[config.mk]
export PLATFORM = sky130hd
export DESIGN_NAME = ceg_regs
export DESIGN_NICKNAME = d
export VERILOG_FILES = /design/src/ceg_pkg.sv /design/src/ceg_regs.sv
export SDC_FILE = /design/constraint.sdc
export NUM_CORES = 1
export LEC_CHECK = 0
export ABC_CLOCK_PERIOD_IN_PS = 1400
export CAP_MARGIN = 20
export CORE_UTILIZATION = 57
export DETAILED_ROUTE_END_ITERATION = 10
export DONT_BUFFER_PORTS = 1
export GPL_TIMING_DRIVEN = 0
export PLACE_DENSITY = 0.75
export SLEW_MARGIN = 40
export SYNTH_ARGS = -nofsm -noshare
export SYNTH_HDL_FRONTEND = slang
export SYNTH_SLANG_ARGS = --single-unit
[constraint.sdc]
create_clock -name ref_clk -period 1.4 [get_ports ref_clk]
set_input_delay 0.21 -clock ref_clk [delete_from_list [all_inputs] [get_ports ref_clk]]
set_output_delay 0.21 -clock ref_clk [all_outputs]
set_load 0.02 [all_outputs]
[src/ceg_pkg.sv]
// Shared constants and carrier types for the calibration, excitation and pin register bank.
// Assumes a single 100 MHz clock domain and an in-device command decoder as register master.
package ceg_pkg;

    // Register addresses on the internal register port.
    localparam logic [3:0] ADDR_OFC_LOW   = 4'h4;
    localparam logic [3:0] ADDR_OFC_MID   = 4'h5;
    localparam logic [3:0] ADDR_OFC_HIGH  = 4'h6;
    localparam logic [3:0] ADDR_FSC_LOW   = 4'h7;
    localparam logic [3:0] ADDR_FSC_MID   = 4'h8;
    localparam logic [3:0] ADDR_FSC_HIGH  = 4'h9;
    localparam logic [3:0] ADDR_EXC_CTRL  = 4'ha;
    localparam logic [3:0] ADDR_EXC_ROUTE = 4'hb;
    localparam logic [3:0] ADDR_PIN_FUNC  = 4'hc;
    localparam logic [3:0] ADDR_PIN_DIR   = 4'hd;
    localparam logic [3:0] ADDR_PIN_DATA  = 4'he;

    // Field positions.
    localparam int CTRL_REV_LSB  = 4;
    localparam int CTRL_MODE_BIT = 3;
    localparam int CTRL_MAG_LSB  = 0;
    localparam int ROUTE_1_LSB   = 4;
    localparam int ROUTE_2_LSB   = 0;

    // Values after reset.
    localparam logic [23:0] OFC_RESET   = 24'h000000;
    localparam logic [2:0]  MAG_RESET   = 3'h0;
    localparam logic        MODE_RESET  = 1'b0;
    localparam logic [7:0]  ROUTE_RESET = 8'hff;
    localparam logic [7:0]  FUNC_RESET  = 8'h00;
    localparam logic [7:0]  DIR_RESET   = 8'h00;
    localparam logic [7:0]  DATA_RESET  = 8'h00;
    localparam logic [2:0]  GAIN_RESET  = 3'h0;
    localparam logic [7:0]  READ_ZERO   = 8'h00;

    // One register access from the command decoder.
    typedef struct packed {
        logic       wr;
        logic       rd;
        logic [3:0] addr;
        logic [7:0] wdata;
    } ceg_req_t;

    typedef enum logic [1:0] {ROUTE_AIN, ROUTE_PIN_ONE, ROUTE_PIN_TWO, ROUTE_OPEN} ceg_kind_t;

    typedef struct packed {
        ceg_kind_t  kind;
        logic [2:0] analog_input;
    } ceg_route_t;

    typedef struct packed {
        logic [2:0] magnitude;
        ceg_route_t first;
        ceg_route_t second;
    } ceg_exc_t;

    // Decodes a four-bit source routing code.
    function automatic ceg_route_t ceg_decode_route(input logic [3:0] code);
        ceg_route_t r;
        r.analog_input  = 3'h0;
        r.kind = ROUTE_OPEN;
        if (!code[3]) begin
            r.kind = ROUTE_AIN;
            r.analog_input  = code[2:0];
        end else if (!code[2]) begin
            r.kind = code[0] ? ROUTE_PIN_TWO : ROUTE_PIN_ONE;
        end
        return r;
    endfunction

endpackage

[src/ceg_regs.sv]
// Calibration coefficient, excitation source and shared pin register bank.
// Assumes the command decoder and conversion datapath run on ref_clk; pin inputs are asynchronous.
//
// Summary of operation
// - Offset coefficient is 24 bits in three bytes, low byte at lowest address.
// - Reset clears all offset coefficient bytes.
// - Full-scale coefficient is 24 bits in three bytes, low byte lowest.
// - Full-scale reset value is the trimmed value for gain code 0.
// - Any gain change reloads full-scale with the trimmed value of the new gain.
// - Control register bits 7:4 are read-only revision bits.
// - Select bit 3 adds active-low ready to the serial output pin.
// - The dedicated ready pin always signals new data, active low.
// - Magnitude 000 turns sources off; other codes pick 50 to 1500 microamperes.
// - First route: inputs 0-7, pin one at 10x0, pin two 10x1, open 11xx.
// - Second route uses the same encoding as the first.
// - Both routes reset to disconnected, routing register all ones.
// - Pins 0,1 share reference pair 0; pins 2-7 share analog inputs 2-7.
// - Function bit 0 keeps analog input, 1 makes general pin; reset zero.
// - Direction bit 0 is output (reset), 1 is input.
// - A general output pin drives its written data bit.
// - Reading data returns the live level of input pins.
// - Reduced variant implements only bits 3:0; upper bits read zero.
// - Gain field is bits 6:4 of the system control register.
`timescale 1ns/1ps
`default_nettype none

module ceg_regs
    import ceg_pkg::*;
#(
    parameter int          PIN_COUNT = 8,
    // Arbitrary revision value.
    parameter logic [3:0]  REVISION  = 4'h5,
    // Trimmed full-scale value per gain code, code 0 in the low 24 bits.
    parameter logic [191:0] FS_TRIM  = {8{24'h400000}}
) (
    // Clock and reset.
    input  wire logic       ref_clk,
    input  wire logic       rst_b,
    // Register port from the command decoder.
    input  wire ceg_req_t   req,
    output logic [7:0]      rdata,
    output logic            rd_valid,
    // Gain field of the system control register.
    input  wire logic [2:0] amp_gain_field,
    // Calibration coefficients to the datapath.
    output logic [23:0]     offset_coeff_bits,
    output logic [23:0]     fullscale_coeff_bits,
    // Excitation source control.
    output ceg_exc_t        excitation,
    // Ready and serial output.
    input  wire logic       data_ready_n,
    input  wire logic       shift_active,
    input  wire logic       serial_data,
    output logic            conversion_ready_n,
    output logic            serial_out_ready_pin,
    // Shared general-purpose pins.
    input  wire logic [7:0] pin_in,
    output logic [7:0]      pin_out,
    output logic [7:0]      pin_oe,
    output logic [7:0]      pin_analog_en
);

    logic [2:0]  magnitude;
    logic        dual_output_select;
    logic [7:0]  route;
    logic [7:0]  pin_function_bits;
    logic [7:0]  pin_direction_bits;
    logic [7:0]  pin_value_bits;
    logic [2:0]  gain_seen;
    logic [7:0]  pin_meta;
    logic [7:0]  pin_sync;
    logic [7:0]  pin_mask;
    logic [7:0]  pin_read;
    logic [7:0]  next_rdata;
    ceg_exc_t    next_excitation;

    wire wr_ofc_lo  = req.wr && req.addr == ADDR_OFC_LOW;
    wire wr_ofc_mid = req.wr && req.addr == ADDR_OFC_MID;
    wire wr_ofc_hi  = req.wr && req.addr == ADDR_OFC_HIGH;
    wire wr_fsc_lo  = req.wr && req.addr == ADDR_FSC_LOW;
    wire wr_fsc_mid = req.wr && req.addr == ADDR_FSC_MID;
    wire wr_fsc_hi  = req.wr && req.addr == ADDR_FSC_HIGH;
    wire wr_ctrl    = req.wr && req.addr == ADDR_EXC_CTRL;
    wire wr_route   = req.wr && req.addr == ADDR_EXC_ROUTE;
    wire wr_func    = req.wr && req.addr == ADDR_PIN_FUNC;
    wire wr_dir     = req.wr && req.addr == ADDR_PIN_DIR;
    wire wr_data    = req.wr && req.addr == ADDR_PIN_DATA;

    wire        gain_changed = amp_gain_field != gain_seen;
    wire [23:0] trim_value   = FS_TRIM[24*amp_gain_field +: 24];

    genvar gi;
    generate
        for (gi = 0; gi < 8; gi++) begin : g_pin
            if (gi < PIN_COUNT) begin : g_on
                assign pin_mask[gi] = 1'b1;
                assign pin_read[gi] = pin_direction_bits[gi] ? pin_sync[gi] : pin_value_bits[gi];
            end else begin : g_off
                assign pin_mask[gi] = 1'b0;
                assign pin_read[gi] = 1'b0;
            end
        end
    endgenerate

    wire [7:0] ctrl_view = {REVISION, dual_output_select, magnitude};

    always_comb begin
        case (req.addr)
            ADDR_OFC_LOW:   next_rdata = offset_coeff_bits[7:0];
            ADDR_OFC_MID:   next_rdata = offset_coeff_bits[15:8];
            ADDR_OFC_HIGH:  next_rdata = offset_coeff_bits[23:16];
            ADDR_FSC_LOW:   next_rdata = fullscale_coeff_bits[7:0];
            ADDR_FSC_MID:   next_rdata = fullscale_coeff_bits[15:8];
            ADDR_FSC_HIGH:  next_rdata = fullscale_coeff_bits[23:16];
            ADDR_EXC_CTRL:  next_rdata = ctrl_view;
            ADDR_EXC_ROUTE: next_rdata = route;
            ADDR_PIN_FUNC:  next_rdata = pin_function_bits;
            ADDR_PIN_DIR:   next_rdata = pin_direction_bits;
            ADDR_PIN_DATA:  next_rdata = pin_read;
            default:        next_rdata = READ_ZERO;
        endcase
    end

    always_comb begin
        next_excitation.magnitude = magnitude;
        next_excitation.first     = ceg_decode_route(route[ROUTE_1_LSB +: 4]);
        next_excitation.second    = ceg_decode_route(route[ROUTE_2_LSB +: 4]);
    end

    always_ff @(posedge ref_clk or negedge rst_b) begin
        if (!rst_b) begin
            rdata    <= READ_ZERO;
            rd_valid <= 1'b0;
        end else begin
            rdata    <= req.rd ? next_rdata : rdata;
            rd_valid <= req.rd;
        end
    end

    always_ff @(posedge ref_clk or negedge rst_b) begin
        if (!rst_b) begin
            offset_coeff_bits <= OFC_RESET;
        end else begin
            if (wr_ofc_lo)  offset_coeff_bits[7:0]   <= req.wdata;
            if (wr_ofc_mid) offset_coeff_bits[15:8]  <= req.wdata;
            if (wr_ofc_hi)  offset_coeff_bits[23:16] <= req.wdata;
        end
    end

    // full-scale bytes; a gain reload beats a same-cycle write.
    always_ff @(posedge ref_clk or negedge rst_b) begin
        if (!rst_b) begin
            fullscale_coeff_bits <= FS_TRIM[23:0];
            gain_seen            <= GAIN_RESET;
        end else begin
            gain_seen <= amp_gain_field;
            if (gain_changed) begin
                fullscale_coeff_bits <= trim_value;
            end else begin
                if (wr_fsc_lo)  fullscale_coeff_bits[7:0]   <= req.wdata;
                if (wr_fsc_mid) fullscale_coeff_bits[15:8]  <= req.wdata;
                if (wr_fsc_hi)  fullscale_coeff_bits[23:16] <= req.wdata;
            end
        end
    end

    always_ff @(posedge ref_clk or negedge rst_b) begin
        if (!rst_b) begin
            magnitude          <= MAG_RESET;
            dual_output_select <= MODE_RESET;
            route              <= ROUTE_RESET;
        end else begin
            if (wr_ctrl) begin
                magnitude          <= req.wdata[CTRL_MAG_LSB +: 3];
                dual_output_select <= req.wdata[CTRL_MODE_BIT];
            end
            if (wr_route) route <= req.wdata;
        end
    end

    always_ff @(posedge ref_clk or negedge rst_b) begin
        if (!rst_b) begin
            pin_function_bits  <= FUNC_RESET;
            pin_direction_bits <= DIR_RESET;
            pin_value_bits     <= DATA_RESET;
        end else begin
            if (wr_func) pin_function_bits  <= req.wdata & pin_mask;
            if (wr_dir)  pin_direction_bits <= req.wdata & pin_mask;
            if (wr_data) pin_value_bits     <= req.wdata & pin_mask;
        end
    end

    always_ff @(posedge ref_clk or negedge rst_b) begin
        if (!rst_b) begin
            pin_meta <= 8'h00;
            pin_sync <= 8'h00;
        end else begin
            pin_meta <= pin_in;
            pin_sync <= pin_meta;
        end
    end

    always_ff @(posedge ref_clk or negedge rst_b) begin
        if (!rst_b) begin
            excitation           <= '{MAG_RESET, '{ROUTE_OPEN, 3'h0}, '{ROUTE_OPEN, 3'h0}};
            conversion_ready_n   <= 1'b1;
            serial_out_ready_pin <= 1'b1;
            pin_out              <= 8'h00;
            pin_oe               <= 8'h00;
            pin_analog_en        <= 8'h00;
        end else begin
            excitation           <= next_excitation;
            conversion_ready_n   <= data_ready_n;
            serial_out_ready_pin <= (dual_output_select && !shift_active) ? data_ready_n
                                                                           : serial_data;
            pin_out              <= pin_value_bits & pin_function_bits & ~pin_direction_bits;
            pin_oe               <= pin_function_bits & ~pin_direction_bits;
            pin_analog_en        <= ~pin_function_bits & pin_mask;
        end
    end
endmodule

`default_nettype wire

==> results of run 1 <==
## metrics by stage
stage	setup slack (ns)	cells	util (%)	total power, mW	TNS, ns
4_1_cts	-0.1003	677	69.91	12.46	-0.2443
6_report	-0.1142	680	70.50	12.44	-0.2216
3_5_place_dp	-0.3148	623	61.40	7.470	-14.01
2_1_floorplan	-0.04462	487	-	7.028	-0.04462
3_3_place_gp	-0.3329	623	61.40	7.386	-12.72
5_1_grt	-0.1613	680	70.50	12.90	-0.4240
## power by group
part | total (mW) | switching (mW) | internal [mW]
registers | 6.27 | 1.13 | 5.14
clock network | 4.86 | 1.75 | 3.11
logic | 1.31 | 0.591 | 0.719
## worst paths after layout
kind / startpoint / end / slack (ns)
min in group ref_clk: amp_gain_field[1] / fullscale_coeff_bits[7] / 0.03
min reg2reg: pin_meta[5] / pin_sync[5] / 0.35
max: pin_direction_bits[5] / rdata[5] / -0.11
min: rst_b / rdata[1] / -0.64
max in group asynchronous: rst_b / route[4] / 1.72
max reg2reg: pin_direction_bits[5] / rdata[5] / -0.11
## worst max-delay path, delay by kind of cell (launching register included)
kind	cells	cell delay (ns)
compound gates	1	0.10
flops	1	0.40
simple gates	1	0.10
mux	2	0.77
## synth_stat cells (2+ instances only)
cell | instances | area (sq um)
o21ai_0 | 8 | 40.04
nor2_1 | 35 | 131.4
a32oi_1 | 4 | 35.03
a22oi_1 | 7 | 52.55
o221ai_1 | 8 | 70.07
a21oi_1 | 17 | 85.08
mux2_2 | 62 | 698.2
nor2_4 | 3 | 33.78
dfstp_2 | 15 | 394.1
nor3b_1 | 3 | 22.52
inv_1 | 15 | 56.30
nand2_1 | 18 | 67.56
nand2b_1 | 6 | 37.54
o32ai_1 | 3 | 26.28
buf_6 | 2 | 22.52
nand3b_1 | 5 | 37.54
dfrtp_1 | 136 | 3403
nand3_1 | 12 | 60.06
buf_2 | 11 | 55.05
nor2b_1 | 9 | 56.30
a21o_1 | 2 | 15.01
o22ai_1 | 2 | 12.51
mux2i_1 | 32 | 320.3
xnor2_1 | 3 | 26.28
and3_1 | 4 | 25.02
clkbuf_1 | 11 | 41.29
a31oi_1 | 2 | 12.51
nor2_2 | 3 | 18.77
a211oi_1 | 5 | 37.54
a32o_1 | 2 | 20.02
and2_1 | 9 | 56.30
nand4_1 | 2 | 12.51
nand3_2 | 3 | 30.03
a21boi_0 | 2 | 15.01
o21a_1 | 3 | 22.52
buf_4 | 5 | 37.54
nand2_2 | 4 | 25.02
## repair_timing
item	4_1_cts	5_1_grt
setup endpoints to repair	22	14
buffers inserted	4	2
hold buffers	19	1
hold endpoints to repair	174	153
resized for setup	16	11
pin swaps	6	4
## metal layers
metal  wire, microns  global-route usage (%)  part of all wire [%]
met5               0                       0                     0
met1            6127                   37.54                    39
met3            1347                   9.970                   8.7
met4             346                   11.55                   2.2
met2            7711                   46.08                    50
## cells by family after synthesis
family / synth area share, %
xor+xnor: 0.4192
buf+inv: 3.393
flops: 60.58
mux: 16.61
simple gates: 10.88
compound gates: 8.124
## layout make-up
cell class              instances  area, sq um  area share [%]
clock inverters                12        201.4           2.719
well taps                     136        170.2           2.297
repair buffers                 26        249.0           3.361
flip-flops and latches        151         3807           51.39
plain buffers                  29        161.4           2.179
clock buffers                  19        431.7           5.827
multi-input cells             292         2331           31.46
inverters                      15        56.30          0.7600
==> flow_summary_export.csv, run 1 <==
group,metric,value,unit
floorplan,coreArea,10510,sq um
floorplan,die_area,11420,sq um
logic_synthesis,synth_area_per_cell,12.87,sq um
logic_synthesis,yosysSeqAreaShare,60.58,%
floorplan,start_util,59.65,%
drt,drcViolationCount,0,
setup_path,slowest_delay,0.47,ns
drt,routedWlPerCell,22.84,microns
timing,period_needed,1.514,ns
setup_path,critical_path_class,"reg -> reg",
worst_hold_path,hold_class,"in -> async",
power_and_ir_drop,ir_drop,1.080,mV
timing,timing.fmax,0.6604,GHz
clock_network,cts_tree,"built",
final_layout,drive_gt1_share,31.62,%
global_route,antenna_found_initial,0,
drt,drt-initial-drc-count,295,
power_and_ir_drop,power_density,1679,nW/um^2
clock_network,cts.htree.levels,4,
run_status,outcome,"finished, violations left",
logic_synthesis,synth_edf_count,0,
global_route,grt_pass1_vias,4166,
logic_synthesis,synth_seq_cells,151,
logic_synthesis,synth_area,6269,sq um
floorplan,ios,126,
global_route,grt-ovfl-total,0,
placed_design,gp_congestion,0.9074,
global_route,grt_max_degree,152,
floorplan,rows,37,
timing,clock_skew,0.01034,ns
logic_synthesis,synthCells,487,
setup_path,path_cells,"mux2_4 -> mux4_2 -> nand4_1 -> o221ai_2",
final_layout,layout_commonest_cell,"dfrtp_1",
setup_path,cp_slowest_cell,"mux4_2",
timing,setup_viol,3,
final_layout,largestRegisters,"fullscale_coeff_bits x24, offset_coeff_bits x24, excitation x13",
final_layout,syn_to_final_growth,18.18,%
placed_design,dp_hpwl,10400,microns
placed_design,io_buffers,0,
drt,wl,15530,microns
clock_network,clk_pin_slew_worst_paths,0.06,ns
final_layout,stdcell_area,7408,sq um
final_layout,final_nets,562,
global_route,grt.total_usage,29.33,%
clock_network,clk_latency,0.55,ns
setup_path,r2r_cells,4,
global_route,grt_pass1_wl,24090,microns
clock_network,clk_path_buf_depth,2,
logic_synthesis,ys_warn_count,0,
timing,period_share,108.2,%
timing,slew_headroom,61.76,%
setup_path,setup.worst_path.start_class,"flip-flop",
final_layout,num-fill-cells,702,
setup_path,worstPathRequired,1.80,ns
final_layout,layout_common_cells,"dfrtp_1 (128), mux2_2 (59), nor2_1 (35)",
job,max-cap-violations,0,
logic_synthesis,syn_nets,517,
clock_network,cts_sinks,151,
timing,hold_viol_final,151,
logic_synthesis,yosysUniqueCellTypes,51,
timing,rsz0062_at_grt,"yes",
setup_path,path_max_fanout,2,
drt,ant_nets,0,
power_and_ir_drop,leakagePower,3.239,nW
floorplan,die_width,106.9,microns
drt,avgViaCountPerCell,6.075,
logic_synthesis,synthArstFlopShare,100.0,%
timing,fin_hold_ws,-0.6435,ns
setup_path,arrival,1.91,ns
timing,worst_slack,-0.1142,ns
run_status,violations,"negative hold slack, negative setup slack",
drt,first_pass_iters,5,
timing,worstMarginPinSlew,0.5736,ns
final_layout,antennaDiodeCount,0,
clock_network,numCtsBuffers,17,
placed_design,placed_area,6452,sq um
setup_path,endpoint_kind,"flip-flop",
timing,maxSlewViolCount,0,
logic_synthesis,synth_ff_type,"dfrtp_1",
floorplan,die_h,106.9,microns
clock_network,root_buffer,"clkbuf_8",
drt,vias,4131,
Power figures use the tool's default switching activity.
==> run 2, diff against run 1 <==
--- a/config.mk
+++ b/config.mk
@@ -11,7 +11,7 @@
 export DETAILED_ROUTE_END_ITERATION = 10
 export DONT_BUFFER_PORTS = 1
 export GPL_TIMING_DRIVEN = 0
-export PLACE_DENSITY = 0.75
+export PLACE_DENSITY = 0.78
 export SLEW_MARGIN = 40
 export SYNTH_ARGS = -nofsm -noshare
 export SYNTH_HDL_FRONTEND = slang
==> run 2 against run 1 <==
  * The flow still finishes with violations (negative hold slack, negative setup slack)
  * Sequential power hardly changed
  * Clock-buffer cell count is 1 lower
  * Maximum frequency is 1.2% higher
  * Sequential cell count stayed put
  * Core utilization is 0.63 points lower
  * Worst setup slack better by 0.018 ns
  * Largest power group unchanged
==> flow_summary_export.csv, run 2 (synthesis results as in run 1) <==
group,metric,value,unit
setup_path,critical_path_buf_inv_count,0,
timing,rsz0062_at_grt,"yes",
drt,avgViaCountPerCell,6.044,
timing,timing.fmax,0.6682,GHz
clock_network,cts.htree.levels,4,
final_layout,num-fill-cells,751,
timing,clock_skew,0.008634,ns
placed_design,placed_area,6452,sq um
setup_path,endpoint_kind,"flip-flop",
final_layout,stdcell_area,7342,sq um
setup_path,timing.rr.end,"rdata[2]",
setup_path,cp_slowest_cell,"dfrtp_2",
setup_path,path_max_fanout,3,
global_route,grt-ovfl-total,0,
timing,period_needed,1.497,ns
power_and_ir_drop,internal-power,8.578,mW
floorplan,die_area,11420,sq um
power_and_ir_drop,seqPwrFrac,52.1,%
power_and_ir_drop,p_clk_share,37.3,%
clock_network,root_buffer,"clkbuf_8",
final_layout,layout_commonest_cell,"dfrtp_1",
power_and_ir_drop,combPwrFrac,10.6,%
setup_path,r2r_cells,5,
final_layout,multiInputGateArea,2320,sq um
clock_network,cts_sinks,151,
drt,first_pass_iters,4,
power_and_ir_drop,power,12.02,mW
floorplan,coreArea,10510,sq um
global_route,grt.total_usage,28.76,%
placed_design,io_buffers,0,
final_layout,ff_latch_area,3812,sq um
global_route,antenna_found_initial,0,
global_route,grt_pass1_vias,4141,
placed_design,dp_hpwl,10440,microns
drt,drcViolationCount,0,
power_and_ir_drop,leakagePower,3.197,nW
setup_path,setup.worst_path.start_class,"flip-flop",
global_route,grt_max_degree,152,
floorplan,die_width,106.9,microns
timing,worst_slack,-0.09664,ns
final_layout,largestRegisters,"fullscale_coeff_bits x24, offset_coeff_bits x24, excitation x13",
clock_network,clk_pin_slew_worst_paths,0.07,ns
clock_network,cts_tree,"built",
setup_path,regToRegSetupSlack,-0.1,ns
timing,slew_headroom,63.58,%
setup_path,path_cells,"mux2i_1 -> o32ai_1 -> a21o_1 -> a211oi_2 -> o221ai_1",
drt,drt-initial-drc-count,288,
setup_path,arrival,1.86,ns
setup_path,path_delay_family,"compound AO/OA/AOI/OAI gates",
timing,hold_viol_final,151,
final_layout,layout_common_cells,"dfrtp_1 (124), mux2_2 (59), nor2_1 (35)",
timing,period_share,106.9,%
timing,fin_hold_ws,-0.6320,ns
timing,setup_viol,4,
drt,routedWlPerCell,22.86,microns
power_and_ir_drop,switchingPower,3.445,mW
clock_network,numCtsBuffers,17,
drt,ant_nets,0,
final_layout,final_nets,561,
timing,worstMarginPinSlew,0.5462,ns
floorplan,start_util,59.65,%
final_layout,drive_gt1_share,31.55,%
floorplan,ios,126,
clock_network,clk_latency,0.53,ns
floorplan,rows,37,
final_layout,syn_to_final_growth,17.13,%
final_layout,antennaDiodeCount,0,
setup_path,worstPathRequired,1.76,ns
placed_design,gp_congestion,0.8706,
run_status,outcome,"finished, violations left",
power_and_ir_drop,ir_drop,1.376,mV
drt,wl,15500,microns
run_status,violations,"negative hold slack, negative setup slack",
job,max-cap-violations,0,
drt,vias,4098,
power_and_ir_drop,power_density,1637,nW/um^2
power_and_ir_drop,p_sw_share,28.65,%
clock_network,clk_path_buf_depth,2,
setup_path,critical_path_class,"reg -> reg",
floorplan,die_h,106.9,microns
worst_hold_path,hold_class,"in -> async",
timing,maxSlewViolCount,0,
setup_path,slowest_delay,0.47,ns
setup_path,r2r-start,"fullscale_coeff_bits[18]",
global_route,grt_pass1_wl,23780,microns
==> run 2: cell types whose count changed in the layout (fill, tap and decap cells not counted), sizes merged <==
cell	before	now
buf	26	22
bufinv	5	3
dlygate4sd3	20	22
inv	15	17
==> run 2: timing repair <==
action,in CTS,in global routing
hold buffers,19,3
pin swaps,3,3
buffers inserted,3,0
resized for setup,14,13
hold endpoints to repair,169,154
setup endpoints to repair,24,17
==> run 2: per-layer routing <==
layer	routed length [microns]	vias to the layer above	GRT usage [%]
met1	6096	2090	35.90
li1	-	1802	-
met4	286	0	9.785
met3	1371	23	10.52
met5	0	-	0
met2	7743	183	46.41
==> run 2: how the worst max path moves through the flow <==
stage | startpoint | to | slack (ns) | depth (start not counted)
final | fullscale_coeff_bits[18] | rdata[2] | -0.1 | 5
after global routing | pin_direction_bits[5] | rdata[5] | -0.17 | 4
after CTS | pin_direction_bits[5] | rdata[5] | -0.10 | 4
after detailed placement | req[8] | pin_value_bits[2] | -0.35 | 5
after global placement | req[8] | pin_value_bits[5] | -0.31 | 5
after floorplan | pin_direction_bits[5] | rdata[5] | -0.04 | 4
==> run 2: per-stage QoR <==
stage,std cells,TNS (ns),hold slack (ns),worst slack (ns),util (%)
final,678,-0.2679,-0.6320,-0.09664,69.87
after global routing,678,-0.4930,-0.6544,-0.1669,69.87
after CTS,675,-0.2831,-0.6478,-0.1028,69.23
after detailed placement,623,-13.73,-0.08226,-0.3533,61.40
after global placement,623,-12.24,-0.08234,-0.3076,61.40
after floorplan,487,-0.04462,-0.08559,-0.04462,-
==> run 2: area by class of cell <==
class | instances | share of cell area, %
well taps | 136 | 2.318
repair buffers | 25 | 3.306
plain buffers | 29 | 2.198
multi-input cells | 292 | 31.60
clock buffers | 18 | 5.828
flip-flops and latches | 151 | 51.93
inverters | 15 | 0.7669
clock inverters | 12 | 2.062
==> run 2: power by group through the flow <==
stage	Clock, mW	Sequential [mW]	Combinational, mW
6_report	4.48	6.27	1.27
5_1_grt	4.71	6.36	1.38
4_1_cts	4.53	6.27	1.24
3_5_place_dp	0	6.34	1.13
3_3_place_gp	0	6.31	1.08
2_1_floorplan	0	6.11	0.919
==> run 3, diff against run 2 <==
--- a/config.mk
+++ b/config.mk
@@ -12,6 +12,7 @@
 export DONT_BUFFER_PORTS = 1
 export GPL_TIMING_DRIVEN = 0
 export PLACE_DENSITY = 0.78
+export SETUP_SLACK_MARGIN = 0.4
 export SLEW_MARGIN = 40
 export SYNTH_ARGS = -nofsm -noshare
 export SYNTH_HDL_FRONTEND = slang
==> run 3 against run 2 <==
  * Cell count up 0.59%
  * Wire length up 6.4%
  * Sequential share of layout area down 3.9 points
  * Clock-buffer cell count up 3
  * The run still ends with negative hold slack, negative setup slack left
  * Worst setup slack worse by 0.024 ns
  * Core utilization up 7.4 points
  * Die area unchanged
  * Non-clock buffer count up 2
  * Global-route usage up 2.0 points
  * Via count up 4.2%
==> flow_summary_export.csv, run 3 (synthesis results as in run 1) <==
group,metric,value,unit
floorplan,ios,126,
drt,avgViaCountPerCell,6.264,
floorplan,rows,37,
drt,ant_nets,0,
timing,period_share,108.6,%
final_layout,final_nets,563,
placed_design,io_buffers,0,
drt,wl,16480,microns
global_route,grtUsageMet3,11.73,%
power_and_ir_drop,switchingPower,3.570,mW
global_route,grt-ovfl-total,0,
timing,fin_hold_ws,-0.6401,ns
timing,worstMarginPinSlew,0.5984,ns
clock_network,root_buffer,"clkbuf_8",
global_route,met2_usage,48.62,%
timing,setup_viol,4,
timing,maxSlewViolCount,0,
power_and_ir_drop,seqPwrFrac,49.2,%
setup_path,regToRegSetupSlack,-0.12,ns
floorplan,die_h,106.9,microns
power_and_ir_drop,p_sw_share,27.55,%
timing,slew_headroom,60.11,%
timing,rsz0062_at_grt,"yes",
setup_path,cp_slowest_cell,"mux4_2",
global_route,grt_pass1_wl,25300,microns
final_layout,layout_commonest_cell,"dfrtp_2",
setup_path,critical_path_class,"reg -> reg",
timing,hold_viol_final,155,
final_layout,stdcell_area,8118,sq um
drt,routedWlPerCell,24.17,microns
job,max-cap-violations,0,
power_and_ir_drop,combPwrFrac,12.4,%
power_and_ir_drop,internal-power,9.389,mW
global_route,grt_pass1_vias,4433,
floorplan,start_util,59.65,%
run_status,outcome,"finished, violations left",
placed_design,dp_hpwl,10700,microns
final_layout,drive_gt1_share,51.28,%
clock_network,cts.htree.levels,4,
timing,worst_slack,-0.1209,ns
clock_network,cts_tree,"built",
global_route,grtUsageMet1,37.62,%
power_and_ir_drop,ir_drop,1.222,mV
power_and_ir_drop,power_density,1596,nW/um^2
clock_network,cts_sinks,151,
placed_design,placed_area,6867,sq um
global_route,busiest_layer,"met2",
final_layout,largestRegisters,"fullscale_coeff_bits x24, offset_coeff_bits x24, excitation x13",
worst_hold_path,hold_class,"in -> async",
drt,drt-initial-drc-count,296,
drt,drcViolationCount,0,
placed_design,gp_congestion,0.8600,
global_route,grt_max_degree,152,
final_layout,syn_to_final_growth,29.50,%
setup_path,endpoint_kind,"flip-flop",
clock_network,clk_latency,0.54,ns
setup_path,setup.worst_path.start_class,"flip-flop",
power_and_ir_drop,p_clk_share,38.3,%
clock_network,clk_pin_slew_worst_paths,0.06,ns
final_layout,stdcell_count,682,
setup_path,arrival,1.92,ns
clock_network,numCtsBuffers,17,
drt,first_pass_iters,5,
setup_path,path_cells,"mux2_4 -> mux4_2 -> nand4_1 -> o221ai_1",
clock_network,clk_path_buf_depth,2,
setup_path,slowest_delay,0.46,ns
timing,timing.fmax,0.6575,GHz
timing,clock_skew,0.007932,ns
clock_network,cts.hold.buffers_added,18,
drt,vias,4272,
setup_path,worstPathRequired,1.79,ns
run_status,violations,"negative hold slack, negative setup slack",
timing,period_needed,1.521,ns
floorplan,die_area,11420,sq um
floorplan,die_width,106.9,microns
floorplan,coreArea,10510,sq um
global_route,antenna_found_initial,0,
final_layout,antennaDiodeCount,0,
final_layout,layout_common_cells,"dfrtp_2 (80), mux2_4 (59), dfrtp_1 (56)",
global_route,grt.total_usage,30.75,%
placed_design,dp.cells,623,
power_and_ir_drop,leakagePower,3.439,nW
setup_path,path_max_fanout,2,
## run 3: power by group through the flow
stage | clock, mW | sequential, mW | combinational, mW
after floorplan | 0 | 6.13 | 1.19
after global placement | 0 | 6.34 | 1.36
after detailed placement | 0 | 6.37 | 1.41
after CTS | 5.01 | 6.36 | 1.57
after global routing | 5.20 | 6.46 | 1.72
final | 4.97 | 6.38 | 1.61
## run 3: what timing repair did
item,4_1_cts,5_1_grt
pin swaps,28,8
endpoints found under the hold margin,176,156
endpoints found under the setup margin,136,137
buffers inserted,4,3
resized for setup,96,36
cloned,2,0
## run 3: critical path: cells and delay by family, from the launching register on
kind,cells,cell delay (ns)
AOI/OAI and AO/OA,1,0.12
DFF,1,0.40
muxes,2,0.76
and+or+nand+nor,1,0.09
## run 3: stage by stage
step                utilization (%)  setup slack (ns)  hold slack, ns  power, mW  setup TNS, ns
floorplan                         -          -0.04150        -0.08559      7.325       -0.04150
global placement              65.34           -0.1770        -0.08099      7.694         -3.803
detailed placement            65.34           -0.2093        -0.08204      7.780         -4.441
CTS                           75.85           -0.1080         -0.6527      12.94        -0.2259
global route                  77.25           -0.1793         -0.6558      13.38        -0.4817
finish                        77.25           -0.1209         -0.6401      12.96        -0.2638
## run 3: layer usage
| metal | vias up | wire length, microns |
|---|---|---|
| li1 | 1808 | - |
| met1 | 2199 | 6594 |
| met2 | 220 | 7951 |
| met3 | 45 | 1443 |
| met4 | 0 | 495 |
| met5 | - | 0 |
## run 3: path summary, 6_finish.rpt
path / startpoint / endpoint / cells past startpoint
worst max register to register: pin_direction_bits[5] / rdata[5] / 4
worst min register to register: pin_meta[5] / pin_sync[5] / 0
max in group asynchronous: rst_b / route[7] / 0
worst max-delay path: pin_direction_bits[5] / rdata[5] / 4
min in group ref_clk: req[12] / rd_valid / 0
worst min-delay path: rst_b / offset_coeff_bits[8] / 0
## run 3: final cells by class
type / instances / area [sq um]
clock buffer: 21 / 459.2
timing repair buffer: 27 / 291.5
buffer: 29 / 264.0
multi-input combinational: 292 / 2784
clock inverter: 11 / 195.2
inverter: 15 / 56.30
sequential: 151 / 3897
fill: 598 / 2391
tap: 136 / 170.2
